**src/fcpe_pkg.sv**
```systemverilog
package fcpe_pkg;

    // ----------------------------------------------------------------
    // Fault codes
    // ----------------------------------------------------------------
    localparam logic [3:0] FCPE_CODE_CONV_ZERO = 4'hc;
    localparam logic [3:0] FCPE_CODE_SERIAL    = 4'hd;
    localparam logic [3:0] FCPE_CODE_POLARITY  = 4'he;
    localparam logic [3:0] FCPE_CODE_DONE_WAIT = 4'h8;
    localparam logic [3:0] FCPE_CODE_RAMP      = 4'h9;
    localparam logic [3:0] FCPE_CODE_SUPPLY    = 4'hb;
    localparam logic [3:0] FCPE_CODE_NONE      = 4'ha;
    localparam logic [2:0] FCPE_CONV_ERR_NONE  = 3'h0;
    localparam logic [3:0] FCPE_CMD_OPEN_ALL   = 4'h0;

    // ----------------------------------------------------------------
    // Serial framing
    // ----------------------------------------------------------------
    localparam logic [3:0] FCPE_SCLK_LIMIT     = 4'h9;
    localparam logic [3:0] FCPE_IRQ_CLR_EDGE   = 4'h5;
    localparam int         FCPE_NUM_SRC        = 9;

    // ----------------------------------------------------------------
    // Reset values
    // ----------------------------------------------------------------
    localparam logic [3:0] FCPE_CODE_RST       = FCPE_CODE_NONE;

endpackage : fcpe_pkg

```
**src/fcpe_src_if.sv**
```systemverilog
`timescale 1ns/1ps
interface fcpe_src_if;
    import fcpe_pkg::*;
    logic [FCPE_NUM_SRC-1:0] hit;
    logic [2:0]              conv_err;
    modport src (output hit, output conv_err);
    modport enc (input hit, input conv_err);
endinterface : fcpe_src_if

```
**src/fcpe_encoder.sv**
```systemverilog
`timescale 1ns/1ps
module fcpe_encoder
    import fcpe_pkg::*;
(
    // Fault sources
    fcpe_src_if.enc          src,
    // Result
    output logic [3:0]       code_o,
    output logic             irq_o,
    output logic             any_o
);
    // ----------------------------------------------------------------
    // Fixed order, first hit wins
    // ----------------------------------------------------------------
    always_comb
    begin
        code_o = FCPE_CODE_NONE;
        irq_o  = 1'b0;
        any_o  = 1'b1;
        if (src.hit[0])
        begin
            code_o = {1'b0, src.conv_err};
            irq_o  = 1'b1;
        end
        else if (src.hit[1])
        begin
            code_o = FCPE_CODE_CONV_ZERO;
            irq_o  = 1'b1;
        end
        else if (src.hit[2] || src.hit[3])
        begin
            code_o = FCPE_CODE_SERIAL;
            irq_o  = 1'b1;
        end
        else if (src.hit[4])
        begin
            code_o = FCPE_CODE_POLARITY;
            irq_o  = 1'b1;
        end
        else if (src.hit[5])
            code_o = FCPE_CODE_DONE_WAIT;
        else if (src.hit[6])
            code_o = FCPE_CODE_RAMP;
        else if (src.hit[7])
            code_o = FCPE_CODE_SUPPLY;
        else if (src.hit[8])
        begin
            code_o = FCPE_CODE_SUPPLY;
            irq_o  = 1'b1;
        end
        else
            any_o  = 1'b0;
    end
endmodule : fcpe_encoder

```
**src/fcpe_top.sv**
```systemverilog
// Operation
// - Report only highest priority pending fault
// - Converter fault nonzero: code 0,err; interrupt
// - Converter fault zero error: 1100, interrupt
// - Serial input high when low: 1101, interrupt
// - Polarity echo not inverse: 1110, interrupt
// - Select during done wait: 1000, no interrupt
// - Select during ramp low/wait: 1001, no interrupt
// - Select, supply low, not open-all: 1011
// - Supply drop after good while active raises interrupt
// - Ninth serial clock edge is fault, interrupt
// - Reading the code clears stored fault
// - Drop interrupt between fourth and sixth edges
`timescale 1ns/1ps
module fcpe_top
    import fcpe_pkg::*;
(
    // Clock and reset
    input  wire logic        ref_clk_i,
    input  wire logic        rst_i,
    // Converter
    input  wire logic        conv_en_i,
    input  wire logic        conv_done_i,
    input  wire logic [2:0]  conv_err_i,
    input  wire logic        polarity_req_i,
    input  wire logic        polarity_echo_i,
    // Serial port
    input  wire logic        cs_n_i,
    input  wire logic        sclk_i,
    input  wire logic        sdi_i,
    input  wire logic        sdi_must_low_i,
    // Sequencer state
    input  wire logic        wait_done_i,
    input  wire logic        ramp_flag_i,
    input  wire logic        wait_ramp_i,
    input  wire logic        supply_ok_flag_i,
    input  wire logic        active_i,
    input  wire logic [3:0]  cmd_i,
    // Fault report
    output logic [3:0]       fault_code_o,
    output logic             fault_irq_o,
    output logic             fault_pend_o
);
    // ----------------------------------------------------------------
    // Edge detection
    // ----------------------------------------------------------------
    logic       done_reg, sclk_reg, cs_n_reg, ok_reg, ok_seen_reg;
    logic [3:0] edge_cnt_reg, edge_cnt_next;
    logic [FCPE_NUM_SRC-1:0] hold_reg, hold_next;
    logic [3:0] code_reg;
    logic       irq_reg, pend_reg;
    logic [2:0] err_hold_reg;
    logic       fall_reg;
    wire        done_rise = conv_done_i && !done_reg;
    wire        sclk_rise = sclk_i && !sclk_reg && !cs_n_i;
    wire        cs_fall   = !cs_n_i && cs_n_reg;
    wire        in_xfer   = !cs_n_i;
    wire        ok_fall   = !supply_ok_flag_i && ok_reg && ok_seen_reg;
    wire        read_done = cs_n_i && !cs_n_reg;
    wire [FCPE_NUM_SRC-1:0] ev;
    wire        irq_set   = |(ev & 9'h11f);
    wire [3:0]  enc_code;
    wire        enc_irq, enc_any;
    fcpe_src_if src_bus ();

    // Converter faults are masked during serial transactions
    assign ev[0] = done_rise && conv_en_i && !in_xfer
                   && conv_err_i != FCPE_CONV_ERR_NONE;
    assign ev[1] = done_rise && conv_en_i && !in_xfer
                   && conv_err_i == FCPE_CONV_ERR_NONE;
    assign ev[2] = sclk_rise && sdi_i && sdi_must_low_i;
    assign ev[3] = sclk_rise && edge_cnt_reg == FCPE_SCLK_LIMIT - 4'h1;
    assign ev[4] = polarity_echo_i == polarity_req_i && !in_xfer;
    assign ev[5] = cs_fall && wait_done_i;
    assign ev[6] = cs_fall && (!ramp_flag_i || wait_ramp_i);
    assign ev[7] = cs_fall && !supply_ok_flag_i && cmd_i != FCPE_CMD_OPEN_ALL;
    assign ev[8] = ok_fall && active_i;

    // Set wins over the clear so a fault on the read edge survives
    assign hold_next = (read_done ? '0 : hold_reg) | ev;
    assign edge_cnt_next = cs_n_i ? 4'h0
                         : (sclk_rise && edge_cnt_reg != 4'hf) ? edge_cnt_reg + 4'h1
                         : edge_cnt_reg;
    assign src_bus.hit      = hold_reg;
    // Converter code pins are only valid around done, so the code is kept from the event
    assign src_bus.conv_err = err_hold_reg;

    fcpe_encoder u_enc
    (
        .src    (src_bus.enc),
        .code_o (enc_code),
        .irq_o  (enc_irq),
        .any_o  (enc_any)
    );

    // ----------------------------------------------------------------
    // State
    // ----------------------------------------------------------------
    always_ff @(posedge ref_clk_i)
    begin
        if (rst_i)
        begin
            done_reg     <= 1'b0;
            sclk_reg     <= 1'b0;
            cs_n_reg     <= 1'b1;
            ok_reg       <= 1'b0;
            ok_seen_reg  <= 1'b0;
            edge_cnt_reg <= 4'h0;
            hold_reg     <= '0;
            err_hold_reg <= FCPE_CONV_ERR_NONE;
            fall_reg     <= 1'b0;
        end
        else
        begin
            done_reg     <= conv_done_i;
            sclk_reg     <= sclk_i;
            cs_n_reg     <= cs_n_i;
            ok_reg       <= supply_ok_flag_i;
            ok_seen_reg  <= ok_seen_reg | supply_ok_flag_i;
            edge_cnt_reg <= edge_cnt_next;
            hold_reg     <= hold_next;
            fall_reg     <= cs_fall;
            if (ev[0])
                err_hold_reg <= conv_err_i;
        end
    end

    // Code is taken one cycle after select falls, so faults raised at the fall go out
    // in this frame; then frozen. The host must allow two clocks before shifting
    always_ff @(posedge ref_clk_i)
    begin
        if (rst_i)
        begin
            code_reg <= FCPE_CODE_RST;
            irq_reg  <= 1'b0;
            pend_reg <= 1'b0;
        end
        else
        begin
            if (cs_n_i || fall_reg)
                code_reg <= enc_code;
            pend_reg <= enc_any;
            // Set wins so a fault on the clearing edge is not lost
            if (irq_set)
                irq_reg <= 1'b1;
            else if (sclk_rise && edge_cnt_reg == FCPE_IRQ_CLR_EDGE - 4'h1)
                irq_reg <= 1'b0;
        end
    end

    assign fault_code_o = code_reg;
    assign fault_irq_o  = irq_reg;
    assign fault_pend_o = pend_reg;
endmodule : fcpe_top

```
**config.mk**
```make
export PLATFORM = sky130hd
export DESIGN_NAME = fcpe_top
export DESIGN_NICKNAME = d
export VERILOG_FILES = /design/src/fcpe_pkg.sv /design/src/fcpe_src_if.sv /design/src/fcpe_encoder.sv /design/src/fcpe_top.sv
export SDC_FILE = /design/constraint.sdc
export NUM_CORES = 1
export LEC_CHECK = 0
export BUFFER_PORTS_ARGS = -buffer_cell sky130_fd_sc_hd__buf_2
export CAP_MARGIN = 10
export CELL_PAD_IN_SITES_DETAIL_PLACEMENT = 0
export CELL_PAD_IN_SITES_GLOBAL_PLACEMENT = 1
export CORE_MARGIN = 2
export CORE_UTILIZATION = 37
export DETAILED_ROUTE_END_ITERATION = 12
export GPL_ROUTABILITY_DRIVEN = 0
export MAX_ROUTING_LAYER = met4
export PLACE_DENSITY_LB_ADDON = 0.1
export SLEW_MARGIN = 25
export SYNTH_ARGS = -nofsm -noshare
export SYNTH_HDL_FRONTEND = slang
export SYNTH_SLANG_ARGS = --single-unit
export TNS_END_PERCENT = 30
```
**constraint.sdc**
```tcl
create_clock -name ref_clk_i -period 1.5 [get_ports ref_clk_i]
set_clock_uncertainty 0.1 [all_clocks]
set_input_delay 0.15 -clock ref_clk_i [delete_from_list [all_inputs] [get_ports ref_clk_i]]
set_output_delay 0.15 -clock ref_clk_i [all_outputs]
set_load 0.05 [all_outputs]
```
# Yosys cells after proc, flatten, opt, wreduce, memory -nomap -nowiden
# Cells that the tools add are included.
[word_totals] regBits=28 inputBits=22 out_inout_bits=6 elab_cells=75
[op_classes] add_sub_neg=1 n_eq_ne=4 n_mux=19 bitwise=2 n_reduce_logical=37
[ops] op="$mux W4" count=7
[ops] op="$logic_and A1 B1 Y1" count=22
[ops] op="$mux W1" count=11
[ops] op="$mux W9" count=1
[ops] op="$or A9 B9 Y9" count=1
[ops] op="$logic_not A1 Y1" count=6
[ops] op="$reduce_or A6 Y1" count=1
[ops] op="$add A4 B1 Y4 const B" count=1
[ops] op="$eq A4 B3 Y1 const B" count=1
[ops] op="$eq A4 B4 Y1 const B" count=1
[ops] op="$ne A4 B4 Y1 const B" count=1
[ops] op="$reduce_bool A4 Y1" count=1
[ops] op="$logic_not A3 Y1" count=1
[ops] op="$logic_or A1 B1 Y1" count=3
[ops] op="$reduce_bool A3 Y1" count=1
[ops] op="$reduce_bool A2 Y1" count=1
[ops] op="$reduce_or A2 Y1" count=1
[ops] op="$eq A1 B1 Y1" count=1
[ops] op="$or A1 B1 Y1" count=1

# Longest topological paths before layout
[depth] ltp_word=8 depth_mapped=6 depth_no_buf=5

# Cells and area by module
# Synthesis repeated with hierarchy kept, for this count alone.
[hier_totals] hier_cells=131 area_unflattened_um2=1176.1
[modules_own_cells] module="fcpe_top" n_inst=1 cells_each=115 area_per_inst_um2=1069.8 seq_area_each_um2=560.5
[modules_own_cells] module="fcpe_encoder" n_inst=1 cells_each=16 area_per_inst_um2=106.4 seq_area_each_um2=0.0

# Worst setup path after synthesis
# Ideal clock, no wire load.
[synth_path] path_kind="flip-flop to flip-flop" from="reg fault_irq_o (netlist name)" to="reg irq_reg, in the netlist fault_irq_o" setup_time_ns=0.077 t_arrival_ns=1.433 required_time_ns=1.323 path_slack_ns=-0.110 path_stages_with_launch=5 n_path_buf=0 synth_period_minus_slack_ns=1.610 path_cell_list="dfxtp_1 -> clkinvlp_2 -> a31o_1 -> a22o_1 -> a41oi_2"
[synth_rtl] item="end signal: assignment" line_no="fcpe_top.sv:135" rtl="irq_reg <= 1'b0;"
[synth_rtl] item="end signal: assignment" line_no="fcpe_top.sv:145" rtl="irq_reg <= 1'b1;"
[synth_rtl] item="end signal: assignment" line_no="fcpe_top.sv:147" rtl="irq_reg <= 1'b0;"
[synth_rtl] item="end: declaration" line_no="fcpe_top.sv:51" rtl="logic irq_reg, pend_reg;"

# Worst setup path after layout
[layout_path] from="reg edge_cnt_reg[1]" to="reg irq_reg, in the netlist fault_irq_o"
[layout_via] elab_chain_cells=4 word_cells_on_any_way=7 classes_between="eq/ne: 2; mux: 1; reduce/logical: 4"
[layout_lines] item="start: declaration" line_no="fcpe_top.sv:48" rtl="logic [3:0] edge_cnt_reg, edge_cnt_next;"
[layout_lines] item="start signal: assignment" line_no="fcpe_top.sv:120" rtl="edge_cnt_reg <= edge_cnt_next;"
[layout_lines] item="$eq A4 B4 Y1" line_no="fcpe_top.sv:72" rtl="assign ev[3] = sclk_rise && edge_cnt_reg == FCPE_SCLK_LIMIT - 4'h1;"
[layout_lines] item="$logic_and A1 B1 Y1" line_no="fcpe_top.sv:72"
[layout_lines] item="$reduce_or A6 Y1" line_no="fcpe_top.sv:61" rtl="wire irq_set = |(ev & 9'h11f);"
[layout_lines] item="$mux W1 or $reduce_bool A2 Y1 (tied branches)"
# Parallel ways exist; a longest one is shown, timed or not.
# A chain may end at the register's enable or synchronous reset.

==> metrics.txt <==
placed cell area 0.00135 mm2; CP Class reg2reg; sequential area share after synthesis 48.6%; nets@finish 194; Slew headroom 81.2%; n_diodes 0; Root Buffer clkbuf_4; Avg Cell Area, Syn 8.81 um2; setup violators final 0; FILL cells 302; Multi-input gate area 531 um2; Startpoint Class flop; peak supply drop 0.380 mV; Post-Syn Area 0.00115 mm2; cts bufs inserted 3; # port buffers 27; worst-path maximum fanout 4; fin area 0.00146 mm2; Worst-Skew Late Latency 0.32 ns; # rows 20; IO Pins 28; EDFF count, synth 0; Initial DRC Count 34; P&R area growth vs syn 26.2%; synth unique cells 35; initial core utilization 38.4%; CP Capture Type flop; Clk pin slew, worst setup/hold paths 0.15 ns; Slew Viols, Final 0; chip width 59.8 um; Hold Slack 0.0295 ns; area of the core 0.00300 mm2; Seq cells post-synth 28; CP Data Arrival Time 1.60 ns; Hold Violations, Final 0; CTS tree built; share of cells above drive strength 1 25.4%; Via Count 996; Sink Count 28; cells after synthesis 131; Detail Route Antenna Nets 0; Tcrit/Tclk final 96.1%; CTS max path bufs 2; first-pass GRT wire length 4180 um; Vias/cell 4.93; Die ar. 0.00358 mm2; 1st-pass router iterations 2; total of max-cap violations 0; status complete, no violations; hpwl dp 1780 um; P per Cell Area 971 mW/mm2; Critical Path RT 1.66 ns; Primary FF master, synth dfxtp_1; gr usage total 15.8%; wire per inst 11.6 um; max FFs per register 9; fmax 694 MHz; yosys warns 0; Hold/Removal Path Class in2reg; routed wire length 2350 um; final setup TNS 0 ns; ys async rst share 0%; count of H-tree levels built during CTS 1; RSZ-0062 raised after global routing false; pin count of the biggest net entering global routing 17; vias in the first global route 958; Register Area 563 um2; Die Ht 59.8 um; total grt overflow 0; fin util 48.5%; DR DRC count 0; Mapped Nets 155; min Tclk post-route 1.44 ns; actual slew at the worst max-slew pin 0.281 ns; Tot Pwr 1.41 mW; P_leak 0.612 nW; initial antenna violation count 0
-- power breakdown --
part | switching (mW) | total (mW) | internal (mW)
registers | 0.0240 | 0.807 | 0.783
logic | 0.136 | 0.243 | 0.106
clock network | 0.217 | 0.365 | 0.148
-- final timing paths --
path	start	to	slack, ns	cells past startpoint
setup / recovery	edge_cnt_reg[1]$_SDFFE_PP0P_	fault_irq_o$_SDFFE_PP0P_	0.06	5
hold / removal	sdi_i	hold_reg[2]$_SDFF_PP0_	0.03	3
setup reg to reg	edge_cnt_reg[1]$_SDFFE_PP0P_	fault_irq_o$_SDFFE_PP0P_	0.06	5
hold reg to reg	hold_reg[8]$_SDFF_PP0_	hold_reg[8]$_SDFF_PP0_	0.38	2
-- logic make-up (layout without fill, tap and decap cells) --
group                    after synthesis  in the layout  synth area share (%)
XOR/XNOR                               3              3                  2.28
AO/OA/AOI/OAI                         30             30                  18.1
adder cells (fa/ha/maj)                2              2                  2.17
AND/OR/NAND/NOR                       54             54                  23.4
flip-flops                            28             28                  48.6
buffers and inverters                 14             52                  5.42
-- stage by stage --
step / std cells / setup slack (ns)
after CTS: 202 / 0.0386
after floorplan: 131 / 0.0970
after global routing: 202 / 0.00498
final: 202 / 0.0585
after detailed placement: 191 / 0.0794
after global placement: 191 / 0.117
-- final cells by class --
type | instances | share of cell area (%)
tap | 33 | 2.84
sequential | 28 | 38.7
multi-input combinational | 89 | 36.4
clock buffer | 4 | 2.49
timing repair buffer | 40 | 17.4
inverter | 8 | 2.15
-- Yosys cell counts, drive strengths merged, types with 3 or more instances --
cell type / instances / area (um2)
dfxtp: 28 / 561
nor2: 23 / 86.3
nand2: 9 / 33.8
a21oi: 8 / 40.0
inv: 7 / 26.3
a22oi: 5 / 37.5
a31oi: 5 / 31.3
nand3: 5 / 30.0
clkbuf: 4 / 15.0
a2bb2oi: 3 / 26.3
nand2b: 3 / 18.8
nor3: 3 / 15.0
or2: 3 / 18.8
-- worst max-delay path, cell delays in order (launching register included) --
cell     delay [ns]
dfxtp_1        0.39
inv_1          0.06
ha_1           0.20
a31o_1         0.21
a22o_1         0.24
a41oi_2        0.18
-- layout by cell type (no fill, tap or decap), drive strengths merged, types with 3 or more instances in the layout --
| cell type | Yosys | layout |
|---|---|---|
| nand2b | 3 | 3 |
| nor2 | 23 | 23 |
| dfxtp | 28 | 28 |
| a21oi | 8 | 8 |
| a22oi | 5 | 5 |
| a31oi | 5 | 5 |
| a2bb2oi | 3 | 3 |
| inv | 7 | 7 |
| clkbuf | 4 | 4 |
| buf | 2 | 33 |
| nor3 | 3 | 3 |
| or2 | 3 | 3 |
| nand2 | 9 | 9 |
| dlygate4sd3 | 0 | 7 |
| nand3 | 5 | 5 |
-- timing repair --
action | CTS | global route
resized for setup | 0 | 2
endpoints found under the setup margin | 0 | 2
hold endpoints to repair | 11 | 0
buffers inserted | 0 | 0
hold buffers | 7 | 0
-- metal layers --
layer	routed length [um]	track usage, %
met2	1110	25.0
met4	19	6.98
met3	85	3.03
met1	1140	19.4
met5	0	-
Note: power is estimated with default switching activity, not from simulation.
